`src/cpu_ops_pkg.sv`:
```
`default_nettype none
package cpu_ops_pkg;
    // Opcode bytes
    localparam logic [7:0] OP_OR_W     = 8'h80; // 100000aa
    localparam logic [7:0] OP_OR_B     = 8'h90; // 100100aa
    localparam logic [7:0] OP_POP      = 8'hcc; // 110011aa
    localparam logic [7:0] OP_PUSH     = 8'hc8; // 110010aa
    localparam logic [7:0] OP_FLAG_RESTORE     = 8'hf3;
    localparam logic [7:0] OP_FLAG_SAVE    = 8'hf2;
    localparam logic [7:0] OP_RET      = 8'hf0;
    localparam logic [7:0] OP_RESET    = 8'hff;
    localparam logic [7:0] OP_RELATIVE_SHORT_SUBROUTINE_JUMP    = 8'h28; // 00101xxx
    localparam logic [7:0] OP_CARRY_FORCE_ONE     = 8'hf9;
    localparam logic [7:0] OP_SHL_W    = 8'h09;
    localparam logic [7:0] OP_SHL_B    = 8'h19;
    localparam logic [7:0] OP_SHL_L    = 8'h0d;
    localparam logic [7:0] OP_SHR_W    = 8'h08;
    localparam logic [7:0] MASK_AA     = 8'hfc;
    localparam logic [7:0] MASK_XXX    = 8'hf8;
    // Processor status word bit positions
    localparam int PSW_Z  = 15;
    localparam int PSW_N  = 14;
    localparam int PSW_V  = 13;
    localparam int PSW_VT = 12;
    localparam int PSW_C  = 11;
    localparam int PSW_ST = 8;
    // Reset values and constants
    localparam logic [15:0] PC_RESET    = 16'h2080;
    localparam logic [15:0] SP_RESET    = 16'h0018;
    localparam logic [15:0] PSW_RESET   = 16'h0000;
    localparam logic [15:0] STACK_STEP  = 16'h0002;
    localparam logic [7:0]  IMM_CNT_MAX = 8'h0f;
    localparam logic [15:0] ONCHIP_TOP  = 16'h0100;
    // State counts
    localparam logic [5:0] ST_LOGIC     = 6'h04;
    localparam logic [5:0] ST_POP_ON    = 6'h0c;
    localparam logic [5:0] ST_POP_OFF   = 6'h0e;
    localparam logic [5:0] ST_FLAG_RESTORE_ON   = 6'h09;
    localparam logic [5:0] ST_FLAG_RESTORE_OFF  = 6'h0d;
    localparam logic [5:0] ST_PUSH_ON   = 6'h08;
    localparam logic [5:0] ST_PUSH_OFF  = 6'h0c;
    localparam logic [5:0] ST_RET_ON    = 6'h0c;
    localparam logic [5:0] ST_RET_OFF   = 6'h10;
    localparam logic [5:0] ST_RESET     = 6'h10;
    localparam logic [5:0] ST_RELATIVE_SHORT_SUBROUTINE_JUMP_ON  = 6'h0d;
    localparam logic [5:0] ST_RELATIVE_SHORT_SUBROUTINE_JUMP_OFF = 6'h10;
    localparam logic [5:0] ST_CARRY_FORCE_ONE      = 6'h04;
    localparam logic [5:0] ST_SHIFT     = 6'h07;
    localparam logic [5:0] ST_SHIFT0    = 6'h08;
    localparam logic [5:0] RST_PULSE    = 6'h04;
endpackage
`default_nettype wire

```
`src/state_timer.sv`:
```
`timescale 1ns/100ps
`default_nettype none
// Counts down the states an instruction occupies
module state_timer (
    // Clock and reset
    input  wire logic       clk,
    input  wire logic       sys_rst,
    // Control
    input  wire logic       load,
    input  wire logic [5:0] count,
    output logic            expired
);
    logic [5:0] cnt_r;

    always_ff @(posedge clk or posedge sys_rst) begin
        if (sys_rst) begin
            cnt_r <= 6'h00;
        end else if (load) begin
            cnt_r <= count;
        end else if (cnt_r != 6'h00) begin
            cnt_r <= cnt_r - 6'h01;
        end
    end

    // High one state early, so that done closes the last state of the count
    assign expired = (cnt_r == 6'h02) && !load;
endmodule // state_timer
`default_nettype wire

```
`src/shift_unit.sv`:
```
`timescale 1ns/100ps
`default_nettype none
// One shift step on a 32-bit operand of width byte, word or long
module shift_unit (
    input  wire logic [31:0] val,
    input  wire logic [1:0]  width,
    input  wire logic        right,
    output logic [31:0]      res,
    output logic             out_bit,
    output logic             sign_chg
);
    logic msb_in;
    logic msb_out;

    always_comb begin
        res      = 32'h0000_0000;
        out_bit  = 1'b0;
        msb_in   = 1'b0;
        msb_out  = 1'b0;
        sign_chg = 1'b0;
        if (right) begin
            out_bit = val[0];
            res     = {1'b0, val[31:1]};
        end else begin
            unique case (width)
                2'd0: begin
                    out_bit = val[7];
                    msb_out = val[6];
                    res     = {24'h000000, val[6:0], 1'b0};
                end
                2'd1: begin
                    out_bit = val[15];
                    msb_out = val[14];
                    res     = {16'h0000, val[14:0], 1'b0};
                end
                default: begin
                    out_bit = val[31];
                    msb_out = val[30];
                    res     = {val[30:0], 1'b0};
                end
            endcase
            msb_in   = out_bit;
            sign_chg = msb_in ^ msb_out;
        end
    end
endmodule // shift_unit
`default_nettype wire

```
`src/cpu_exec.sv`:
```
// Summary of operation
// - Word OR, set Z N, clear C V
// - Byte OR, set Z N, clear C V
// - Pop word to destination, SP plus two
// - Restore status word, SP plus two, hold interrupts
// - SP minus two, then store pushed word
// - Push status word then clear it
// - Return loads PC from stack, SP plus two
// - Soft reset clears PROCESSOR_STATUS_WORD, PC 2080, pulses pin
// - Short call pushes PC, adds 11-bit displacement
// - Set carry only, four states
// - Count immediate 0-15 or register 16-255
// - Left shifts fill low bits with zeroes
// - Left shift flags: C, Z, N, V, VT
// - Shifts take 7 plus count, zero takes 8
// - Logical right word: zero fill, flags
// - Right shift sticky flag rule
// - Short call 13 on-chip, 16 off-chip states
`timescale 1ns/100ps
`default_nettype none
module cpu_exec (
    // Clock and reset
    input  wire logic        clk,
    input  wire logic        sys_rst,
    // Instruction issue
    input  wire logic        issue,
    input  wire logic [7:0]  opcode,
    input  wire logic [7:0]  disp_low,
    input  wire logic [7:0]  count_byte,
    input  wire logic [7:0]  count_reg_val,
    input  wire logic [5:0]  access_extra,
    // Operands
    input  wire logic [31:0] dest_in,
    input  wire logic [15:0] src_in,
    input  wire logic [15:0] stack_rd_data,
    input  wire logic [15:0] next_pc,
    // Results
    output logic             busy,
    output logic             done,
    output logic [31:0]      dest_out,
    output logic             dest_we,
    output logic [15:0]      stack_wr_data,
    output logic             stack_we,
    output logic [15:0]      stack_addr,
    output logic [15:0]      pc_out,
    output logic             pc_we,
    output logic [15:0]      sp_out,
    output logic [15:0]      psw_out,
    output logic             irq_hold,
    output logic             io_reinit,
    output logic             reset_pin_pulse
);
    typedef enum logic [1:0] {
        IDLE  = 2'b00,
        SHIFT = 2'b01,
        WAIT  = 2'b10
    } state_t;

    typedef enum logic [3:0] {
        K_NONE  = 4'h0, K_ORW  = 4'h1, K_ORB  = 4'h2, K_POP   = 4'h3,
        K_FLAG_RESTORE  = 4'h4, K_PUSH = 4'h5, K_FLAG_SAVE = 4'h6, K_RET  = 4'h7,
        K_RST   = 4'h8, K_RELATIVE_SHORT_SUBROUTINE_JUMP = 4'h9, K_CARRY_FORCE_ONE = 4'ha, K_SHL  = 4'hb,
        K_SHR   = 4'hc
    } kind_t;

    state_t      state_r;
    kind_t       kind;
    logic [15:0] pc_r;
    logic [15:0] sp_r;
    logic [15:0] psw_r;
    logic [31:0] work_r;
    logic [4:0]  left_r;
    logic [1:0]  width_r;
    logic        right_r;
    logic        vflag_r;
    logic        stk_r;
    logic        irqh_r;
    logic [5:0]  rpulse_r;
    logic [5:0]  tload;
    logic        tstart;
    logic        expired;
    logic [31:0] sh_res;
    logic        sh_bit;
    logic        sh_chg;
    logic [7:0]  cnt_val;
    logic [4:0]  cnt;
    logic        onchip;
    logic [15:0] sp_dn;
    logic [15:0] sp_up;
    logic [15:0] or_w;
    logic [7:0]  or_b;
    logic [15:0] disp_ext;
    logic        res_zero;
    logic        res_neg;
    logic        kind_r_is_flag_restore;

    assign onchip = sp_r < cpu_ops_pkg::ONCHIP_TOP;
    assign sp_dn  = sp_r - cpu_ops_pkg::STACK_STEP;
    assign sp_up  = sp_r + cpu_ops_pkg::STACK_STEP;
    assign or_w   = dest_in[15:0] | src_in;
    assign or_b   = dest_in[7:0] | src_in[7:0];
    assign disp_ext = {{5{opcode[2]}}, opcode[2:0], disp_low};

    // Count is immediate up to 15, else the named register's contents
    assign cnt_val = (count_byte <= cpu_ops_pkg::IMM_CNT_MAX) ? count_byte
                                                              : count_reg_val;
    assign cnt = (cnt_val > 8'h1f) ? 5'h1f : cnt_val[4:0];

    always_comb begin
        kind = K_NONE;
        if ((opcode & cpu_ops_pkg::MASK_AA) == cpu_ops_pkg::OP_OR_W) kind = K_ORW;
        else if ((opcode & cpu_ops_pkg::MASK_AA) == cpu_ops_pkg::OP_OR_B) kind = K_ORB;
        else if ((opcode & cpu_ops_pkg::MASK_AA) == cpu_ops_pkg::OP_POP) kind = K_POP;
        else if ((opcode & cpu_ops_pkg::MASK_AA) == cpu_ops_pkg::OP_PUSH) kind = K_PUSH;
        else if ((opcode & cpu_ops_pkg::MASK_XXX) == cpu_ops_pkg::OP_RELATIVE_SHORT_SUBROUTINE_JUMP) kind = K_RELATIVE_SHORT_SUBROUTINE_JUMP;
        else if (opcode == cpu_ops_pkg::OP_FLAG_RESTORE) kind = K_FLAG_RESTORE;
        else if (opcode == cpu_ops_pkg::OP_FLAG_SAVE) kind = K_FLAG_SAVE;
        else if (opcode == cpu_ops_pkg::OP_RET) kind = K_RET;
        else if (opcode == cpu_ops_pkg::OP_RESET) kind = K_RST;
        else if (opcode == cpu_ops_pkg::OP_CARRY_FORCE_ONE) kind = K_CARRY_FORCE_ONE;
        else if (opcode == cpu_ops_pkg::OP_SHL_W || opcode == cpu_ops_pkg::OP_SHL_B
                 || opcode == cpu_ops_pkg::OP_SHL_L) kind = K_SHL;
        else if (opcode == cpu_ops_pkg::OP_SHR_W) kind = K_SHR;
    end

    // State count per instruction
    always_comb begin
        tload = cpu_ops_pkg::ST_LOGIC;
        unique case (kind)
            K_ORW, K_ORB: tload = cpu_ops_pkg::ST_LOGIC + access_extra;
            K_POP:   tload = (onchip ? cpu_ops_pkg::ST_POP_ON
                                     : cpu_ops_pkg::ST_POP_OFF) + access_extra;
            K_FLAG_RESTORE:  tload = onchip ? cpu_ops_pkg::ST_FLAG_RESTORE_ON : cpu_ops_pkg::ST_FLAG_RESTORE_OFF;
            K_PUSH:  tload = (onchip ? cpu_ops_pkg::ST_PUSH_ON
                                     : cpu_ops_pkg::ST_PUSH_OFF) + access_extra;
            K_FLAG_SAVE: tload = onchip ? cpu_ops_pkg::ST_PUSH_ON : cpu_ops_pkg::ST_PUSH_OFF;
            K_RET:   tload = onchip ? cpu_ops_pkg::ST_RET_ON : cpu_ops_pkg::ST_RET_OFF;
            K_RST:   tload = cpu_ops_pkg::ST_RESET;
            K_RELATIVE_SHORT_SUBROUTINE_JUMP: tload = onchip ? cpu_ops_pkg::ST_RELATIVE_SHORT_SUBROUTINE_JUMP_ON
                                    : cpu_ops_pkg::ST_RELATIVE_SHORT_SUBROUTINE_JUMP_OFF;
            K_CARRY_FORCE_ONE:  tload = cpu_ops_pkg::ST_CARRY_FORCE_ONE;
            K_SHL, K_SHR: tload = (cnt == 5'h00) ? cpu_ops_pkg::ST_SHIFT0
                                                 : cpu_ops_pkg::ST_SHIFT + {1'b0, cnt};
            default: tload = cpu_ops_pkg::ST_LOGIC;
        endcase
    end

    assign tstart = issue && (state_r == IDLE);
    assign busy   = state_r != IDLE;

    state_timer u_timer (
        .clk     (clk),
        .sys_rst (sys_rst),
        .load    (tstart),
        .count   (tload),
        .expired (expired)
    );

    shift_unit u_shift (
        .val      (work_r),
        .width    (width_r),
        .right    (right_r),
        .res      (sh_res),
        .out_bit  (sh_bit),
        .sign_chg (sh_chg)
    );

    // Sequencer: shifts iterate one per state, then all wait out the count
    always_ff @(posedge clk or posedge sys_rst) begin
        if (sys_rst) begin
            state_r <= IDLE;
        end else begin
            unique case (state_r)
                IDLE:  if (tstart) state_r <= ((kind == K_SHL || kind == K_SHR)
                                               && cnt != 5'h00) ? SHIFT : WAIT;
                SHIFT: if (left_r == 5'h01) state_r <= WAIT;
                WAIT:  if (expired) state_r <= IDLE;
                default: state_r <= IDLE;
            endcase
        end
    end

    // Shift datapath and counters
    always_ff @(posedge clk or posedge sys_rst) begin
        if (sys_rst) begin
            work_r  <= 32'h0000_0000;
            left_r  <= 5'h00;
            width_r <= 2'd1;
            right_r <= 1'b0;
            vflag_r <= 1'b0;
        end else if (tstart) begin
            work_r  <= (kind == K_SHR) ? {16'h0000, dest_in[15:0]} : dest_in;
            left_r  <= cnt;
            vflag_r <= 1'b0;
            right_r <= (kind == K_SHR);
            width_r <= (opcode == cpu_ops_pkg::OP_SHL_B) ? 2'd0
                     : (opcode == cpu_ops_pkg::OP_SHL_L) ? 2'd2 : 2'd1;
        end else if (state_r == SHIFT) begin
            work_r  <= sh_res;
            left_r  <= left_r - 5'h01;
            vflag_r <= vflag_r | sh_chg;
        end
    end

    // Stack pointer, program counter and stack access
    always_ff @(posedge clk or posedge sys_rst) begin
        if (sys_rst) begin
            sp_r          <= cpu_ops_pkg::SP_RESET;
            pc_r          <= cpu_ops_pkg::PC_RESET;
            stack_addr    <= cpu_ops_pkg::SP_RESET;
            stack_wr_data <= 16'h0000;
            stack_we      <= 1'b0;
            pc_we         <= 1'b0;
            stk_r         <= 1'b0;
        end else begin
            stack_we <= 1'b0;
            pc_we    <= 1'b0;
            if (tstart) begin
                stk_r <= 1'b0;
                unique case (kind)
                    K_POP, K_FLAG_RESTORE, K_RET: begin
                        stack_addr <= sp_r;
                        sp_r       <= sp_up;
                    end
                    K_PUSH, K_FLAG_SAVE, K_RELATIVE_SHORT_SUBROUTINE_JUMP: begin
                        sp_r       <= sp_dn;
                        stack_addr <= sp_dn;
                        stack_we   <= 1'b1;
                        stack_wr_data <= (kind == K_PUSH) ? src_in
                                       : (kind == K_FLAG_SAVE) ? psw_r : next_pc;
                    end
                    default: ;
                endcase
                if (kind == K_RELATIVE_SHORT_SUBROUTINE_JUMP) begin
                    pc_r  <= next_pc + disp_ext;
                    pc_we <= 1'b1;
                end else if (kind == K_RST) begin
                    pc_r  <= cpu_ops_pkg::PC_RESET;
                    pc_we <= 1'b1;
                end else if (kind == K_RET) begin
                    stk_r <= 1'b1;
                end
            end else if (stk_r) begin
                stk_r <= 1'b0;
                pc_r  <= stack_rd_data;
                pc_we <= 1'b1;
            end
        end
    end

    // Result flags for shift results
    always_comb begin
        res_zero = 1'b0;
        res_neg  = 1'b0;
        unique case (width_r)
            2'd0: begin
                res_zero = sh_res[7:0] == 8'h00;
                res_neg  = sh_res[7];
            end
            2'd1: begin
                res_zero = sh_res[15:0] == 16'h0000;
                res_neg  = sh_res[15];
            end
            default: begin
                res_zero = sh_res == 32'h0000_0000;
                res_neg  = sh_res[31];
            end
        endcase
    end

    // Processor status word
    always_ff @(posedge clk or posedge sys_rst) begin
        if (sys_rst) begin
            psw_r <= cpu_ops_pkg::PSW_RESET;
        end else if (tstart) begin
            unique case (kind)
                K_ORW: begin
                    psw_r[cpu_ops_pkg::PSW_Z] <= or_w == 16'h0000;
                    psw_r[cpu_ops_pkg::PSW_N] <= or_w[15];
                    psw_r[cpu_ops_pkg::PSW_C] <= 1'b0;
                    psw_r[cpu_ops_pkg::PSW_V] <= 1'b0;
                end
                K_ORB: begin
                    psw_r[cpu_ops_pkg::PSW_Z] <= or_b == 8'h00;
                    psw_r[cpu_ops_pkg::PSW_N] <= or_b[7];
                    psw_r[cpu_ops_pkg::PSW_C] <= 1'b0;
                    psw_r[cpu_ops_pkg::PSW_V] <= 1'b0;
                end
                K_FLAG_SAVE, K_RST: psw_r <= cpu_ops_pkg::PSW_RESET;
                K_CARRY_FORCE_ONE: psw_r[cpu_ops_pkg::PSW_C] <= 1'b1;
                K_SHR: begin
                    psw_r[cpu_ops_pkg::PSW_ST] <= 1'b0;
                    psw_r[cpu_ops_pkg::PSW_V]  <= 1'b0;
                    // A carry left over from before must not arm the sticky flag
                    if (cnt != 5'h00) psw_r[cpu_ops_pkg::PSW_C] <= 1'b0;
                end
                K_SHL: psw_r[cpu_ops_pkg::PSW_V] <= 1'b0;
                default: ;
            endcase
            if ((kind == K_SHL || kind == K_SHR) && cnt == 5'h00) begin
                // Flags still follow the unchanged operand; carry kept
                psw_r[cpu_ops_pkg::PSW_Z] <= (opcode == cpu_ops_pkg::OP_SHL_B)
                                            ? dest_in[7:0] == 8'h00
                                            : (opcode == cpu_ops_pkg::OP_SHL_L)
                                            ? dest_in == 32'h0000_0000
                                            : dest_in[15:0] == 16'h0000;
                psw_r[cpu_ops_pkg::PSW_N] <= (opcode == cpu_ops_pkg::OP_SHL_B)
                                            ? dest_in[7]
                                            : (opcode == cpu_ops_pkg::OP_SHL_L)
                                            ? dest_in[31] : dest_in[15];
            end
        end else if (state_r == SHIFT) begin
            psw_r[cpu_ops_pkg::PSW_C] <= sh_bit;
            psw_r[cpu_ops_pkg::PSW_Z] <= res_zero;
            psw_r[cpu_ops_pkg::PSW_N] <= res_neg;
            if (right_r) begin
                if (psw_r[cpu_ops_pkg::PSW_C])
                    psw_r[cpu_ops_pkg::PSW_ST] <= 1'b1;
            end else begin
                psw_r[cpu_ops_pkg::PSW_V] <= vflag_r | sh_chg;
                if (sh_chg)
                    psw_r[cpu_ops_pkg::PSW_VT] <= 1'b1;
            end
        end else if (stk_r == 1'b0 && state_r == WAIT && kind_r_is_flag_restore) begin
            psw_r <= stack_rd_data;
        end
    end

    // Remembers that a flag restore is waiting for its stack word
    always_ff @(posedge clk or posedge sys_rst) begin
        if (sys_rst) begin
            kind_r_is_flag_restore <= 1'b0;
        end else if (tstart) begin
            kind_r_is_flag_restore <= (kind == K_FLAG_RESTORE);
        end else begin
            kind_r_is_flag_restore <= 1'b0;
        end
    end

    // Destination write-back, completion and side effects
    logic [3:0] kind_r;
    always_ff @(posedge clk or posedge sys_rst) begin
        if (sys_rst) begin
            kind_r    <= K_NONE;
            dest_out  <= 32'h0000_0000;
            dest_we   <= 1'b0;
            done      <= 1'b0;
            irqh_r    <= 1'b0;
            io_reinit <= 1'b0;
        end else begin
            dest_we   <= 1'b0;
            done      <= 1'b0;
            io_reinit <= 1'b0;
            if (tstart) begin
                kind_r <= kind;
                irqh_r <= 1'b0;
                if (kind == K_RST) io_reinit <= 1'b1;
                if (kind == K_ORW) begin
                    dest_out <= {dest_in[31:16], or_w};
                    dest_we  <= 1'b1;
                end else if (kind == K_ORB) begin
                    dest_out <= {dest_in[31:8], or_b};
                    dest_we  <= 1'b1;
                end
            end else if (state_r == WAIT && expired) begin
                done <= 1'b1;
                irqh_r <= (kind_r == K_FLAG_RESTORE) || (kind_r == K_FLAG_SAVE);
                if (kind_r == K_POP) begin
                    dest_out <= {16'h0000, stack_rd_data};
                    dest_we  <= 1'b1;
                end else if (kind_r == K_SHL || kind_r == K_SHR) begin
                    dest_out <= work_r;
                    dest_we  <= 1'b1;
                end
            end else if (issue) begin
                irqh_r <= 1'b0;
            end
        end
    end

    // Reset pin pulse generator
    always_ff @(posedge clk or posedge sys_rst) begin
        if (sys_rst) begin
            rpulse_r <= 6'h00;
        end else if (tstart && kind == K_RST) begin
            rpulse_r <= cpu_ops_pkg::RST_PULSE;
        end else if (rpulse_r != 6'h00) begin
            rpulse_r <= rpulse_r - 6'h01;
        end
    end

    assign reset_pin_pulse = rpulse_r != 6'h00;
    assign irq_hold        = irqh_r;
    assign pc_out          = pc_r;
    assign sp_out          = sp_r;
    assign psw_out         = psw_r;
endmodule // cpu_exec
`default_nettype wire

```
`config.mk`:
```
export PLATFORM = sky130hd
export DESIGN_NAME = cpu_exec
export DESIGN_NICKNAME = d
export VERILOG_FILES = /design/src/cpu_ops_pkg.sv /design/src/state_timer.sv /design/src/shift_unit.sv /design/src/cpu_exec.sv
export SDC_FILE = /design/constraint.sdc
export NUM_CORES = 1
export LEC_CHECK = 0
export BUFFER_PORTS_ARGS = -buffer_cell sky130_fd_sc_hd__buf_2
export CORE_UTILIZATION = 50
export DETAILED_ROUTE_END_ITERATION = 7
export PLACE_DENSITY = 0.78
export SYNTH_ARGS = -nofsm -noshare
export SYNTH_HDL_FRONTEND = slang
export SYNTH_SLANG_ARGS = --single-unit
```
`constraint.sdc`:
```
create_clock -name clk -period 5.7 [get_ports clk]
set_input_delay 0.855 -clock clk [delete_from_list [all_inputs] [get_ports clk]]
set_output_delay 0.855 -clock clk [all_outputs]
set_load 0.02 [all_outputs]
```
**Yosys cells after proc, flatten, opt, wreduce, memory -nomap -nowiden**

Index checks and enable logic that the tools add are counted.

- Div/mod/pow operators: 0
- Bitwise operators: 5
- Shift operators: 0
- $mul: 0
- Multiplexer cells: 109
- $add $sub $neg: 10
- Magnitude comparators: 3
- Reductions and logical operators: 58
- Equality and inequality tests: 52

Operators by type and width:

| kind | number |
|---|---|
| $mux 32 | 10 |
| $mux 16 | 8 |
| $logic_not 32->1 | 2 |
| $pmux 16 s2 | 2 |
| $pmux 32 s2 | 1 |
| $pmux 6 s9 | 1 |
| $logic_not 16->1 | 3 |
| $mux 4 | 12 |
| $mux 1 | 41 |
| $eq 8x8->1 const B | 5 |
| $mux 5 | 6 |
| $mux 6 | 5 |
| $eq 4x4->1 const B | 7 |
| $eq 4x3->1 const B | 6 |
| $eq 6x6->1 const B | 4 |
| $eq 8x4->1 const B | 3 |
| $logic_not 8->1 | 3 |
| $mux 8 | 3 |
| $mux 2 | 11 |
| $add 16x16->16 | 1 |
| $add 16x2->16 const B | 1 |
| $lt 16x9->1 const B | 1 |
| $or 16x16->16 | 1 |
| $reduce_bool 2->1 | 8 |
| 46 further kinds | 92 |

- Register bits: 179
- Output and inout port bits: 120
- RAM bits: 0
- Word-level logic and storage cells: 265
- Bits of input ports: 121
- Bits in latches: 0
- Memories kept: 0
- Bits in read-only memories: 0

**Longest topological paths before layout**

Gate-level depths: netlist (run 1).

- Depth in word-level cells: 20
- Gate-level depth with buffers: 14
- Depth with buffers taken out: 12

**Cells and area by module**

From an unflattened synthesis (run 1), not the netlist that was laid out.

- Cell total of the unflattened synthesis: 1,284
- Area total of the unflattened synthesis: 11,094.4 um2

Modules (own cells, without submodules):

| module | times used | area each (um2) | cells an instance |
|---|---|---|---|
| cpu_exec | 1 | 10,191.0 | 1,172 |
| shift_unit | 1 | 480.5 | 69 |
| state_timer | 1 | 422.9 | 43 |

**Worst setup path after synthesis (run 1)**

Ideal clock, no wire load.

- Path kind: input to register
- Start: input port opcode[5]
- End: register u_timer.cnt_r[5]
- Path slack: 2.120 ns
- Path buffers: 3
- Cell stages on the path: 14
- Required time: 5.581 ns
- Arrival time: 3.461 ns
- Cell sequence: buf_2 -> nor2_1 -> and4_1 -> clkbuf_1 -> clkbuf_1 -> nor2_1 -> ha_1 -> fa_1 -> o21ai_0 -> xor2_1 -> o22ai_1 -> a41oi_1 -> o22ai_1 -> and2_1

- Cells in the longest elaborated chain, start to end: 18

Ends and longest elaborated chain:

| item | RTL line | RTL |
|---|---|---|
| from (decl) | cpu_exec.sv:27 | `input wire logic [7:0] opcode,` |
| $eq 8x4->1 or $eq 8x5->1 (tied branches) | cpu_exec.sv:121 | `else if (opcode == cpu_ops_pkg::OP_SHL_W \|\| opcode == cpu_ops_pkg::OP_SHL_B` |
| $logic_or 1x1->1 | cpu_exec.sv:121 |  |
| $logic_or 1x1->1 | cpu_exec.sv:122 | `\|\| opcode == cpu_ops_pkg::OP_SHL_L) kind = K_SHL;` |
| $mux 4 | cpu_exec.sv:121 |  |
| $mux 4 | cpu_exec.sv:120 | `else if (opcode == cpu_ops_pkg::OP_CARRY_FORCE_ONE) kind = K_CARRY_FORCE_ONE;` |
| $mux 4 | cpu_exec.sv:119 | `else if (opcode == cpu_ops_pkg::OP_RESET) kind = K_RST;` |
| $mux 4 | cpu_exec.sv:118 | `else if (opcode == cpu_ops_pkg::OP_RET) kind = K_RET;` |
| $mux 4 | cpu_exec.sv:117 | `else if (opcode == cpu_ops_pkg::OP_FLAG_SAVE) kind = K_FLAG_SAVE;` |
| [... 2 more ...] | -- |  |
| $mux 4 | cpu_exec.sv:114 | `else if ((opcode & cpu_ops_pkg::MASK_AA) == cpu_ops_pkg::OP_PUSH) kind = K_PUSH;` |
| $mux 4 | cpu_exec.sv:113 | `else if ((opcode & cpu_ops_pkg::MASK_AA) == cpu_ops_pkg::OP_POP) kind = K_POP;` |
| $mux 4 | cpu_exec.sv:112 | `else if ((opcode & cpu_ops_pkg::MASK_AA) == cpu_ops_pkg::OP_OR_B) kind = K_ORB;` |
| $mux 4 * | cpu_exec.sv:111 | `if ((opcode & cpu_ops_pkg::MASK_AA) == cpu_ops_pkg::OP_OR_W) kind = K_ORW;` |
| $eq 4x4->1 (tied with other cells) | cpu_exec.sv:129 | `unique case (kind)` |
| $reduce_or 2->1 | cpu_exec.sv:129 |  |
| $pmux 6 s9 * | cpu_exec.sv:129 |  |
| $mux 6 * | state_timer.sv:18 | `end else if (load) begin` |
| to (signal assigned) | state_timer.sv:19 | `cnt_r <= count;` |
| to (signal assigned) | state_timer.sv:21 | `cnt_r <= cnt_r - 6'h01;` |
| to (decl) | state_timer.sv:13 | `logic [5:0] cnt_r;` |

Every way passes the cells marked *; elsewhere a longest branch is shown, timed or not.
A chain may end at the register's enable or synchronous reset.

**Worst setup path in the final report (run 1)**

- Start: register sp_r[10], in the netlist sp_out[10]
- End: register u_timer.cnt_r[5]

- Cells in the longest elaborated chain, start to end: 5

Ends and longest elaborated chain:

| item | RTL line | RTL |
|---|---|---|
| from (decl) | cpu_exec.sv:69 | `logic [15:0] sp_r;` |
| from (signal assigned) | cpu_exec.sv:208 | `sp_r <= cpu_ops_pkg::SP_RESET;` |
| from (signal assigned) | cpu_exec.sv:223 | `sp_r <= sp_up;` |
| from (signal assigned) | cpu_exec.sv:226 | `sp_r <= sp_dn;` |
| $lt 16x9->1 * | cpu_exec.sv:97 | `assign onchip = sp_r < cpu_ops_pkg::ONCHIP_TOP;` |
| $mux 3 or $mux 2 (tied branches) | cpu_exec.sv:134, cpu_exec.sv:131 |  |
| $add 6x6->6 or $add 4x6->6 (tied branches) | cpu_exec.sv:135, cpu_exec.sv:132 |  |
| $pmux 6 s9 * | cpu_exec.sv:129 |  |
| $mux 6 * | state_timer.sv:18 |  |

Marks and branches as above.

==> results of run 1 <==
-- worst max-delay path: stages, from the launching register on --
cell	delay, ns
dfrtp_1	0.49
nor2_1	0.17
or4b_2	0.68
nor4_4	0.34
nor2_1	0.11
ha_1	0.23
fa_1	0.41
o21ai_0	0.20
xor2_1	0.16
o22ai_1	0.11
a41oi_1	0.20
o22ai_1	0.10
and2_1	0.21
-- final timing paths --
path                                                     end  slack [ns]  cells past startpoint                       from
worst max-delay path            u_timer.cnt_r[5]$_DFFE_PP0P_        2.18                     12     sp_out[10]$_DFFE_PP0P_
worst min-delay path               stack_addr[9]$_DFFE_PP0P_        0.48                      2  stack_addr[9]$_DFFE_PP0P_
worst max register to register  u_timer.cnt_r[5]$_DFFE_PP0P_        2.18                     12     sp_out[10]$_DFFE_PP0P_
worst min register to register     stack_addr[9]$_DFFE_PP0P_        0.48                      2  stack_addr[9]$_DFFE_PP0P_
max in group asynchronous           dest_out[12]$_DFFE_PP0P_        4.00                      3                    sys_rst
min in group asynchronous           dest_out[23]$_DFFE_PP0P_        0.54                      2                    sys_rst
-- layout make-up --
cell class / instances / area share (%)
timing repair buffer: 253 / 10.1
sequential: 177 / 34.3
tap: 280 / 2.70
multi-input combinational: 996 / 47.2
inverter: 47 / 1.40
clock inverter: 13 / 0.985
antenna: 2 / 0.0386
clock buffer: 18 / 3.31
-- routing by layer --
layer | share of wire (%) | vias to the layer above
met5 | 0.067 | -
met4 | 3.4 | 4
met3 | 8.6 | 88
met2 | 47 | 555
met1 | 41 | 5193
li1 | - | 5103
-- cell families (layout without fill, tap and decap cells) --
family	count (synthesis)	after routing	share of synthesized area, %
mux	42	42	3.94
buf+inv	137	331	5.08
simple gates	499	499	22.0
xor+xnor	46	46	3.63
fa+ha+maj	31	31	3.63
other cells	1	4	0.0338
compound gates	376	376	21.7
flops	177	177	40.0
-- sequential cells by signal, indices dropped and copies added, names as in the netlist --
signal                  cells
psw_out                    16
state_r                     2
vflag_r                     1
left_r                      5
stack_we                    1
stack_wr_data              16
right_r                     1
dest_we                     1
dest_out                   32
pc_we                       1
stk_r                       1
irq_hold                    1
width_r                     2
pc_out                     16
done                        1
io_reinit                   1
kind_r                      4
kind_r_is_flag_restore      1
sp_out                     15
u_timer.cnt_r               6
stack_addr                 15
rpulse_r                    6
work_r                     32
-- power groups by stage --
stage,Sequential [mW],Clock (mW),Combinational (mW)
3_5_place_dp,2.11,0,1.85
5_1_grt,2.16,1.19,2.05
6_report,2.12,1.13,1.85
3_3_place_gp,2.11,0,1.80
4_1_cts,2.10,1.14,1.85
2_1_floorplan,2.25,0,1.05
-- placed cells by master (no fill, tap or decap), drive strengths merged, types with 8 or more instances in the layout --
cell type	Yosys	routed
or2	8	8
mux2i	28	28
clkbuf	62	18
nand2	212	212
o311ai	8	8
a21oi	85	85
inv	47	52
nor2	84	84
nor4	24	24
o22a	10	10
and3	9	9
mux2	14	14
a31oi	27	27
nor3b	12	12
a22oi	22	22
o21ai	112	112
nand4	12	12
xor2	21	21
or3	12	12
a211oi	17	17
dfrtp	170	170
nand3	50	50
o22ai	19	19
buf	28	253
ha	29	29
xnor2	25	25
nor3	33	33
nor2b	9	9
==> impl_metrics.prom, run 1 <==
# TYPE chip_impl_metric gauge
chip_impl_info{name="outcome",value="finished clean"} 1
chip_impl_metric{name="number_of_buffers_created_by_cts",unit=""} 17
chip_impl_info{name="synth_common_cells",value="nand2_1 (211), dfrtp_1 (170), o21ai_0 (107)"} 1
chip_impl_metric{name="final.fill_count",unit=""} 1970
chip_impl_metric{name="maxCapViolations",unit=""} 0
chip_impl_metric{name="detailedPlace.worstSlack",unit="ns"} 1.91
chip_impl_info{name="synth_top_area_cell",value="dfrtp_1"} 1
chip_impl_metric{name="final_max_slew_viol_count",unit=""} 0
chip_impl_info{name="worst_hold_path_type",value="reg2reg"} 1
chip_impl_metric{name="total_leakage_power",unit="nW"} 5.98
chip_impl_metric{name="internal_power",unit="mW"} 3.02
chip_impl_metric{name="synth_async_sr_flop_share",unit="%"} 100
chip_impl_metric{name="floorplan.rows",unit=""} 54
chip_impl_metric{name="drtIter0Drc",unit=""} 1036
chip_impl_metric{name="place.gp.congestion",unit=""} 0.941
chip_impl_metric{name="grt_antenna_before_repair",unit=""} 4
chip_impl_metric{name="place.detailed.instances",unit=""} 1753
chip_impl_metric{name="crit_fanout",unit=""} 8
chip_impl_metric{name="design.portCount",unit=""} 241
chip_impl_metric{name="worst_skew_pair.late_latency",unit="ns"} 0.43
chip_impl_metric{name="placeableCoreArea",unit="mm^2"} 0.0218
chip_impl_metric{name="first_global_vias",unit=""} 10100
chip_impl_metric{name="grt_max_degree",unit=""} 72
chip_impl_metric{name="yosys_register_bits",unit=""} 177
chip_impl_metric{name="clkTransAtPathRegs",unit="ns"} 0.07
chip_impl_metric{name="switchingPower",unit="mW"} 2.08
chip_impl_metric{name="finish.net_count",unit=""} 1644
chip_impl_metric{name="hold_viol",unit=""} 0
chip_impl_metric{name="clock-skew-final",unit="ns"} 0.0102
chip_impl_info{name="synth_top_flop_cell",value="dfrtp_1"} 1
chip_impl_metric{name="stdcell_area",unit="mm^2"} 0.0130
chip_impl_metric{name="share_clk_of_total_power",unit="%"} 22.2
chip_impl_metric{name="setup_tns",unit="ns"} 0
chip_impl_info{name="synth_area_leaders",value="dfrtp_1 (38%), nand2_1 (7.1%), o21ai_0 (4.8%)"} 1
chip_impl_metric{name="chipWidth",unit="um"} 151
chip_impl_metric{name="multi_input_comb_area",unit="mm^2"} 0.00612
chip_impl_info{name="timing.critical_path.from_type",value="register"} 1
chip_impl_metric{name="synth.top_cell.area_share",unit="%"} 38.3
chip_impl_metric{name="power_density",unit="mW/mm^2"} 394
chip_impl_metric{name="antenna_left",unit=""} 0
chip_impl_metric{name="synth.lib_cells_used.distinct",unit=""} 88
chip_impl_metric{name="grt_use_met3",unit="%"} 6.08
chip_impl_info{name="rsz0062_at_grt",value="false"} 1
chip_impl_metric{name="placed_cell_area",unit="mm^2"} 0.0124
chip_impl_metric{name="finalCoreUtilization",unit="%"} 59.4
chip_impl_metric{name="timing.fmax",unit="MHz"} 284
chip_impl_metric{name="hold-worst-slack",unit="ns"} 0.475
chip_impl_metric{name="via_count",unit=""} 10900
chip_impl_metric{name="final.period_utilization",unit="%"} 61.8
chip_impl_info{name="worst_setup_path_end_kind",value="register"} 1
chip_impl_metric{name="wl",unit="mm"} 34.5
chip_impl_metric{name="grt_use_total",unit="%"} 30.4
chip_impl_metric{name="power.combinational.fraction",unit="%"} 36.4
chip_impl_metric{name="cts_hold_repair.buffers",unit=""} 0
chip_impl_metric{name="drc",unit=""} 0
chip_impl_metric{name="number_of_buffers_on_the_longest_clock_path",unit=""} 2
chip_impl_metric{name="fin_crit",unit="ns"} 3.52
chip_impl_metric{name="drive_gt1_share",unit="%"} 22.6
chip_impl_metric{name="postSynthCellCount",unit=""} 1309
chip_impl_metric{name="htree_levels",unit=""} 4
chip_impl_metric{name="cts.sinks",unit=""} 177
chip_impl_info{name="clockRootBuffer",value="clkbuf_16"} 1
chip_impl_metric{name="cp.arrival",unit="ns"} 3.85
chip_impl_metric{name="hpwlAfterDp",unit="mm"} 25.5
chip_impl_metric{name="wire_length_of_the_first_global_routing_pass",unit="mm"} 53.6
chip_impl_info{name="worst-setup-path-type",value="reg2reg"} 1
chip_impl_metric{name="floorplan.initialDensity",unit="%"} 50.9
chip_impl_metric{name="ff_latch_area",unit="mm^2"} 0.00444
chip_impl_metric{name="netSwitchingFraction",unit="%"} 40.8
chip_impl_metric{name="grt.met2_usage",unit="%"} 49.6
chip_impl_metric{name="power",unit="mW"} 5.10
chip_impl_metric{name="final_cell_count_no_fill",unit=""} 1786
chip_impl_metric{name="numPortBuffers",unit=""} 238
chip_impl_info{name="cts_tree",value="yes"} 1
chip_impl_info{name="post-synth-top-count-cell",value="nand2_1"} 1
chip_impl_info{name="grt_most_used_layer",value="met2"} 1
chip_impl_metric{name="number_of_enable_type_register_cells_in_the_synthesized_netlist",unit=""} 0
chip_impl_metric{name="timing.final.setup_violations",unit=""} 0
chip_impl_metric{name="drt_first_pass_iters",unit=""} 7
chip_impl_metric{name="slew_headroom",unit="%"} 22.5
chip_impl_metric{name="syn_area",unit="mm^2"} 0.0111
chip_impl_metric{name="finalWorstSetupSlack",unit="ns"} 2.18
chip_impl_metric{name="area_delta_synth_final",unit="%"} 16.6
chip_impl_metric{name="globalRoute.totalOverflow",unit=""} 0
chip_impl_metric{name="post_drt_via_cell_ratio",unit=""} 6.13
chip_impl_metric{name="dieHeight",unit="um"} 151
chip_impl_metric{name="average_cell_area_after_synthesis",unit="um^2"} 8.49
chip_impl_metric{name="ir_worst_vdd",unit="V"} 0.000187
chip_impl_metric{name="synth_sequential_area_ratio",unit="%"} 40.0
chip_impl_metric{name="post_cts_resized",unit=""} 0
chip_impl_metric{name="globalRouteMet1Util",unit="%"} 39.4
chip_impl_metric{name="power.sequential.fraction",unit="%"} 41.5
chip_impl_metric{name="die_area",unit="mm^2"} 0.0228
chip_impl_metric{name="worst_ep_required_time",unit="ns"} 6.02
chip_impl_metric{name="max_slew.worst_pin.slew",unit="ns"} 1.16
chip_impl_metric{name="cts.repair_timing.setup_buffer_count",unit=""} 0
chip_impl_metric{name="synthesis.yosys.warnings",unit=""} 0
chip_impl_metric{name="post_drt_wl_per_cell",unit="um"} 19.3
Note: power is estimated with default switching activity, not from simulation.
==> run 2: changes to the inputs <==
--- a/config.mk
+++ b/config.mk
@@ -8,7 +8,7 @@
 export BUFFER_PORTS_ARGS = -buffer_cell sky130_fd_sc_hd__buf_2
 export CORE_UTILIZATION = 50
 export DETAILED_ROUTE_END_ITERATION = 7
-export PLACE_DENSITY = 0.78
+export PLACE_DENSITY = 0.75
 export SYNTH_ARGS = -nofsm -noshare
 export SYNTH_HDL_FRONTEND = slang
 export SYNTH_SLANG_ARGS = --single-unit
==> constraint.sdc (replaced) <==
create_clock -name clk -period 3.58 [get_ports clk]
set_input_delay 0.537 -clock clk [delete_from_list [all_inputs] [get_ports clk]]
set_output_delay 0.537 -clock clk [all_outputs]
set_load 0.02 [all_outputs]
==> impl_metrics.prom, run 2 (synthesized netlist as in run 1, its figures left out) <==
# TYPE chip_impl_metric gauge
chip_impl_metric{name="area_delta_synth_final",unit="%"} 18.8
chip_impl_info{name="clockRootBuffer",value="clkbuf_16"} 1
chip_impl_metric{name="timing.fmax",unit="MHz"} 307
chip_impl_metric{name="cts.repair_timing.setup_buffer_count",unit=""} 0
chip_impl_metric{name="netSwitchingFraction",unit="%"} 39.8
chip_impl_metric{name="grt_max_degree",unit=""} 85
chip_impl_metric{name="drc",unit=""} 0
chip_impl_info{name="crit-reg2reg-launch",value="sp_out[11]$_DFFE_PP0P_"} 1
chip_impl_info{name="timing.rr.end",value="u_timer.cnt_r[5]$_DFFE_PP0P_"} 1
chip_impl_metric{name="number_of_buffers_created_by_cts",unit=""} 17
chip_impl_metric{name="ir_worst_vdd",unit="V"} 0.000325
chip_impl_metric{name="cts.sinks",unit=""} 177
chip_impl_metric{name="crit_fanout",unit=""} 6
chip_impl_metric{name="grt_use_total",unit="%"} 30.9
chip_impl_metric{name="fin_crit",unit="ns"} 3.25
chip_impl_metric{name="number_of_buffers_on_the_longest_clock_path",unit=""} 2
chip_impl_metric{name="clkTransAtPathRegs",unit="ns"} 0.07
chip_impl_metric{name="post_drt_wl_per_cell",unit="um"} 19.1
chip_impl_metric{name="worst_ep_required_time",unit="ns"} 3.91
chip_impl_metric{name="antenna_left",unit=""} 0
chip_impl_metric{name="maxCapViolations",unit=""} 0
chip_impl_info{name="reg.largest.list",value="dest_out (32), work_r (32)"} 1
chip_impl_metric{name="timing.reg2reg.setup_slack",unit="ns"} 0.33
chip_impl_metric{name="power_density",unit="mW/mm^2"} 637
chip_impl_metric{name="die_area",unit="mm^2"} 0.0228
chip_impl_metric{name="placeableCoreArea",unit="mm^2"} 0.0218
chip_impl_metric{name="setup_tns",unit="ns"} 0
chip_impl_metric{name="globalRoute.totalOverflow",unit=""} 0
chip_impl_metric{name="place.gp.congestion",unit=""} 0.929
chip_impl_metric{name="wire_length_of_the_first_global_routing_pass",unit="mm"} 54.2
chip_impl_metric{name="design.portCount",unit=""} 241
chip_impl_metric{name="worst_skew_pair.late_latency",unit="ns"} 0.44
chip_impl_metric{name="dieHeight",unit="um"} 151
chip_impl_metric{name="drive_gt1_share",unit="%"} 23.7
chip_impl_metric{name="first_global_vias",unit=""} 10100
chip_impl_metric{name="hold-worst-slack",unit="ns"} 0.194
chip_impl_info{name="worst-setup-path-type",value="reg2reg"} 1
chip_impl_metric{name="cts_hold_repair.buffers",unit=""} 0
chip_impl_info{name="worst_setup_path_end_kind",value="register"} 1
chip_impl_metric{name="grt_antenna_before_repair",unit=""} 3
chip_impl_metric{name="post_cts_resized",unit=""} 0
chip_impl_metric{name="clock-skew-final",unit="ns"} 0.0106
chip_impl_metric{name="reg2reg_depth",unit=""} 12
chip_impl_metric{name="post_drt_via_cell_ratio",unit=""} 6.07
chip_impl_metric{name="slew_headroom",unit="%"} 17.8
chip_impl_metric{name="chipWidth",unit="um"} 151
chip_impl_metric{name="timing.final.setup_violations",unit=""} 0
chip_impl_info{name="top_library_cells_by_usage_in_the_layout_fill_and_taps_aside",value="buf_2 (238), nand2_1 (210), dfrtp_1 (170)"} 1
chip_impl_metric{name="via_count",unit=""} 11000
chip_impl_metric{name="internal_power",unit="mW"} 5.06
chip_impl_metric{name="final.period_utilization",unit="%"} 90.9
chip_impl_metric{name="total_leakage_power",unit="nW"} 6.13
chip_impl_info{name="rsz0062_at_grt",value="false"} 1
chip_impl_metric{name="htree_levels",unit=""} 4
chip_impl_metric{name="hpwlAfterDp",unit="mm"} 25.6
chip_impl_info{name="cts_tree",value="yes"} 1
chip_impl_metric{name="floorplan.rows",unit=""} 54
chip_impl_metric{name="numPortBuffers",unit=""} 238
chip_impl_metric{name="power.combinational.fraction",unit="%"} 35.8
chip_impl_metric{name="floorplan.initialDensity",unit="%"} 50.9
chip_impl_info{name="timing.critical_path.from_type",value="register"} 1
chip_impl_metric{name="cp.arrival",unit="ns"} 3.58
chip_impl_metric{name="finish.net_count",unit=""} 1663
chip_impl_info{name="worst_hold_path_type",value="in2async"} 1
chip_impl_metric{name="share_clk_of_total_power",unit="%"} 24.8
chip_impl_metric{name="switchingPower",unit="mW"} 3.34
chip_impl_metric{name="power.sequential.fraction",unit="%"} 39.4
chip_impl_info{name="layout_commonest_cell",value="buf_2"} 1
chip_impl_metric{name="final_max_slew_viol_count",unit=""} 0
chip_impl_metric{name="drtIter0Drc",unit=""} 995
chip_impl_metric{name="final.fill_count",unit=""} 1952
chip_impl_metric{name="wl",unit="mm"} 34.5
chip_impl_info{name="outcome",value="finished clean"} 1
chip_impl_metric{name="max_slew.worst_pin.slew",unit="ns"} 1.23
chip_impl_metric{name="drt_first_pass_iters",unit=""} 5
chip_impl_info{name="worst_setup_path_startpoint",value="sp_out[11]$_DFFE_PP0P_"} 1
chip_impl_metric{name="hold_viol",unit=""} 0
chip_impl_info{name="worst_setup_path_endpoint",value="u_timer.cnt_r[5]$_DFFE_PP0P_"} 1
[run 2: layout make-up]
class	count	area, um^2	area share, %
timing repair buffer	272	1460	11.1
clock inverter	15	216	1.64
inverter	47	180	1.37
sequential	177	4440	33.6
tap	280	350	2.66
clock buffer	17	425	3.22
multi-input combinational	996	6120	46.4
antenna	2	5.00	0.0379
[run 2: worst min-delay path by stage]
stage / start / endpoint
final: sys_rst / pc_out[2]$_DFFE_PP0P_
after global routing: sys_rst / pc_out[2]$_DFFE_PP0P_
after CTS: sys_rst / pc_out[1]$_DFFE_PP0P_
after detailed placement: pc_out[1]$_DFFE_PP0P_ / pc_out[1]$_DFFE_PP0P_
after global placement: stack_addr[12]$_DFFE_PP0P_ / stack_addr[12]$_DFFE_PP0P_
after floorplan: kind_r[1]$_DFFE_PP0P_ / kind_r[1]$_DFFE_PP0P_
[run 2: power groups by stage]
stage               clock network, mW  logic, mW  registers (mW)
floorplan                           0       1.67            3.58
global placement                    0       2.93            3.32
detailed placement                  0       3.00            3.32
CTS                              2.11       3.01            3.30
global route                     2.19       3.31            3.40
finish                           2.08       3.01            3.31
[run 2: through the flow]
| stage | utilization (%) | cell area [um^2] | setup slack, ns | power [mW] | std cells |
|---|---|---|---|---|---|
| detailed placement | 57.5 | 12500 | 0.329 | 6.33 | 1772 |
| global route | 60.5 | 13200 | 0.100 | 8.90 | 1805 |
| floorplan | - | 11100 | 0.235 | 5.25 | 1310 |
| global placement | 57.5 | 12500 | 0.433 | 6.25 | 1772 |
| finish | 60.5 | 13200 | 0.327 | 8.40 | 1806 |
| CTS | 60.4 | 13200 | 0.326 | 8.42 | 1804 |
[run 2: worst max-delay path, stage by stage, from the launching register on]
cell and delay, ns:
dfrtp_1 0.46, nor2_1 0.15, or4b_2 0.69, nor4_4 0.21
nor2_1 0.07, ha_1 0.21, fa_1 0.41, o21ai_0 0.21
xor2_1 0.16, o22ai_1 0.09, a41oi_1 0.17, o22ai_1 0.09
and2_1 0.19
[run 2: per-layer routing]
layer / wire [um] / global-route usage, % / part of all wire (%) / vias up
li1: - / - / - / 5137
met1: 14500 / 41.0 / 42 / 5268
met2: 16000 / 48.1 / 46 / 473
met3: 2780 / 7.26 / 8.0 / 86
met4: 1350 / 13.6 / 3.9 / 0
met5: 0 / 0 / 0 / -
==> run 3: changes to the inputs <==
--- a/config.mk
+++ b/config.mk
@@ -8,6 +8,7 @@
 export BUFFER_PORTS_ARGS = -buffer_cell sky130_fd_sc_hd__buf_2
 export CORE_UTILIZATION = 50
 export DETAILED_ROUTE_END_ITERATION = 7
+export GPL_TIMING_DRIVEN = 0
 export PLACE_DENSITY = 0.75
 export SYNTH_ARGS = -nofsm -noshare
 export SYNTH_HDL_FRONTEND = slang
==> impl_metrics.prom, run 3 (synthesized netlist as in run 1, its figures left out) <==
# TYPE chip_impl_metric gauge
chip_impl_info{name="outcome",value="finished clean"} 1
chip_impl_metric{name="htree_levels",unit=""} 4
chip_impl_metric{name="placeableCoreArea",unit="mm^2"} 0.0218
chip_impl_metric{name="maxCapViolations",unit=""} 0
chip_impl_metric{name="area_delta_synth_final",unit="%"} 20.3
chip_impl_info{name="worst_setup_path_end_kind",value="register"} 1
chip_impl_metric{name="final.fill_count",unit=""} 2001
chip_impl_metric{name="clkTransAtPathRegs",unit="ns"} 0.08
chip_impl_metric{name="via_count",unit=""} 11500
chip_impl_metric{name="share_clk_of_total_power",unit="%"} 23.8
chip_impl_metric{name="post_drt_wl_per_cell",unit="um"} 20.5
chip_impl_metric{name="drt_first_pass_iters",unit=""} 6
chip_impl_metric{name="number_of_buffers_created_by_cts",unit=""} 17
chip_impl_metric{name="wire_length_of_the_first_global_routing_pass",unit="mm"} 59.1
chip_impl_metric{name="clock-skew-final",unit="ns"} 0.0131
chip_impl_metric{name="timing.fmax",unit="MHz"} 296
chip_impl_info{name="cts_tree",value="yes"} 1
chip_impl_metric{name="power.sequential.fraction",unit="%"} 39.0
chip_impl_metric{name="ir_worst_vdd",unit="V"} 0.000407
chip_impl_metric{name="cts_hold_repair.buffers",unit=""} 0
chip_impl_metric{name="timing.final.setup_violations",unit=""} 0
chip_impl_metric{name="place.gp.congestion",unit=""} 0.992
chip_impl_metric{name="post_drt_via_cell_ratio",unit=""} 6.15
chip_impl_metric{name="worst_ep_required_time",unit="ns"} 3.92
chip_impl_metric{name="globalRoute.totalOverflow",unit=""} 0
chip_impl_metric{name="max_stage_delay",unit="ns"} 0.52
chip_impl_metric{name="dieHeight",unit="um"} 151
chip_impl_info{name="rsz0062_at_grt",value="false"} 1
chip_impl_info{name="layout_commonest_cell",value="buf_2"} 1
chip_impl_metric{name="grt_max_degree",unit=""} 43
chip_impl_metric{name="finalCoreUtilization",unit="%"} 61.2
chip_impl_metric{name="design.portCount",unit=""} 241
chip_impl_metric{name="drtIter0Drc",unit=""} 1031
chip_impl_metric{name="grt_use_total",unit="%"} 34.1
chip_impl_metric{name="drive_gt1_share",unit="%"} 21.8
chip_impl_metric{name="timing.reg2reg.setup_slack",unit="ns"} 0.20
chip_impl_metric{name="floorplan.initialDensity",unit="%"} 50.9
chip_impl_info{name="crit_path_top_delay_cell",value="or4b_4"} 1
chip_impl_metric{name="internal_power",unit="mW"} 4.94
chip_impl_info{name="worst_hold_path_type",value="in2async"} 1
chip_impl_metric{name="total_leakage_power",unit="nW"} 6.14
chip_impl_metric{name="wl",unit="mm"} 38.1
chip_impl_metric{name="final_max_slew_viol_count",unit=""} 0
chip_impl_metric{name="post_cts_resized",unit=""} 0
chip_impl_metric{name="grt_antenna_before_repair",unit=""} 3
chip_impl_info{name="list_of_cells_traversed_by_the_critical_path",value="nor2_1, or4b_4, nor4_4, nor2_1, ha_1, fa_1, o21ai_0, xor2_1, o22ai_1, a41oi_1, o22ai_1, and2_1"} 1
chip_impl_metric{name="cts.repair_timing.setup_buffer_count",unit=""} 0
chip_impl_metric{name="chipWidth",unit="um"} 151
chip_impl_metric{name="cts.sinks",unit=""} 177
chip_impl_metric{name="switchingPower",unit="mW"} 3.50
chip_impl_metric{name="floorplan.rows",unit=""} 54
chip_impl_metric{name="hold_viol",unit=""} 0
chip_impl_metric{name="crit_fanout",unit=""} 8
chip_impl_metric{name="numPortBuffers",unit=""} 235
chip_impl_metric{name="first_global_vias",unit=""} 11000
chip_impl_metric{name="drc",unit=""} 0
chip_impl_metric{name="final.period_utilization",unit="%"} 94.4
chip_impl_metric{name="fin_crit",unit="ns"} 3.38
chip_impl_info{name="clockRootBuffer",value="clkbuf_16"} 1
chip_impl_metric{name="setup_tns",unit="ns"} 0
chip_impl_metric{name="antenna_left",unit=""} 0
chip_impl_info{name="timing.critical_path.from_type",value="register"} 1
chip_impl_info{name="reg.largest.list",value="dest_out (32), work_r (32)"} 1
chip_impl_metric{name="power",unit="mW"} 8.44
chip_impl_metric{name="slew_headroom",unit="%"} 23.4
chip_impl_metric{name="power_density",unit="mW/mm^2"} 632
chip_impl_metric{name="max_slew.worst_pin.slew",unit="ns"} 1.13
chip_impl_metric{name="number_of_buffers_on_the_longest_clock_path",unit=""} 2
chip_impl_metric{name="hpwlAfterDp",unit="mm"} 29.2
chip_impl_metric{name="netSwitchingFraction",unit="%"} 41.5
chip_impl_metric{name="die_area",unit="mm^2"} 0.0228
chip_impl_info{name="top_library_cells_by_usage_in_the_layout_fill_and_taps_aside",value="buf_2 (245), nand2_1 (211), dfrtp_1 (169)"} 1
chip_impl_metric{name="cp.arrival",unit="ns"} 3.72
chip_impl_info{name="worst-setup-path-type",value="reg2reg"} 1
chip_impl_metric{name="worst_skew_pair.late_latency",unit="ns"} 0.45
chip_impl_metric{name="power.combinational.fraction",unit="%"} 37.2
chip_impl_metric{name="finish.net_count",unit=""} 1719
run 3: cell types whose count changed in the layout (fill, tap and decap cells not counted), sizes merged:
cell / delta
clkbuf: +60
buf: -4
inv: +1
bufinv: -2
clkinv: +1
run 3: worst paths after layout:
path / end / cells after the start / start
min in group clk: work_r[0]$_DFFE_PP0P_ / 3 / dest_in[0]
max in group asynchronous: width_r[0]$_DFFE_PP1P_ / 5 / sys_rst
max reg2reg: u_timer.cnt_r[5]$_DFFE_PP0P_ / 12 / sp_out[10]$_DFFE_PP0P_
min: pc_out[0]$_DFFE_PP0P_ / 2 / sys_rst
min reg2reg: pc_out[1]$_DFFE_PP0P_ / 2 / pc_out[1]$_DFFE_PP0P_
max: u_timer.cnt_r[5]$_DFFE_PP0P_ / 12 / sp_out[10]$_DFFE_PP0P_
run 3: worst max-delay path, delay by kind of cell, from the launching register on:
kind / cells / cell delay (ns)
adder cells (fa/ha/maj): 2 / 0.62
XOR/XNOR: 1 / 0.17
flip-flops: 1 / 0.48
AND/OR/NAND/NOR: 5 / 1.40
AO/OA/AOI/OAI: 4 / 0.59
run 3: layer usage:
layer,track usage (%),part of all wire (%)
met3,7.35,9.9
met2,52.7,45
met5,0,0
met4,16.9,4.2
met1,45.3,40
run 3: layout make-up:
class	count	area, um^2	share of cell area, %
multi-input combinational	996	6110	45.7
sequential	177	4440	33.2
timing repair buffer	240	1280	9.55
clock buffer	17	425	3.18
buffer	88	382	2.86
tap	280	350	2.62
clock inverter	15	190	1.42
inverter	47	180	1.35
antenna	2	5.00	0.0375
run 3: per-stage QoR:
step	instances	hold slack, ns	setup slack, ns	instance area [um^2]
6_report	1862	0.0289	0.199	13400
5_1_grt	1861	0.0512	0.00594	13400
4_1_cts	1862	0.0394	0.0130	13400
3_5_place_dp	1830	0.456	-0.350	12700
3_3_place_gp	1825	0.449	-0.390	12600
2_1_floorplan	1310	0.464	0.235	11100
run 3: power by group through the flow:
| stage | clock [mW] | sequential, mW | combinational (mW) |
|---|---|---|---|
| after detailed placement | 0 | 3.30 | 3.09 |
| after global routing | 2.09 | 3.36 | 3.45 |
| after global placement | 0 | 3.29 | 3.01 |
| after floorplan | 0 | 3.58 | 1.67 |
| after CTS | 2.00 | 3.27 | 3.11 |
| final | 2.01 | 3.29 | 3.14 |
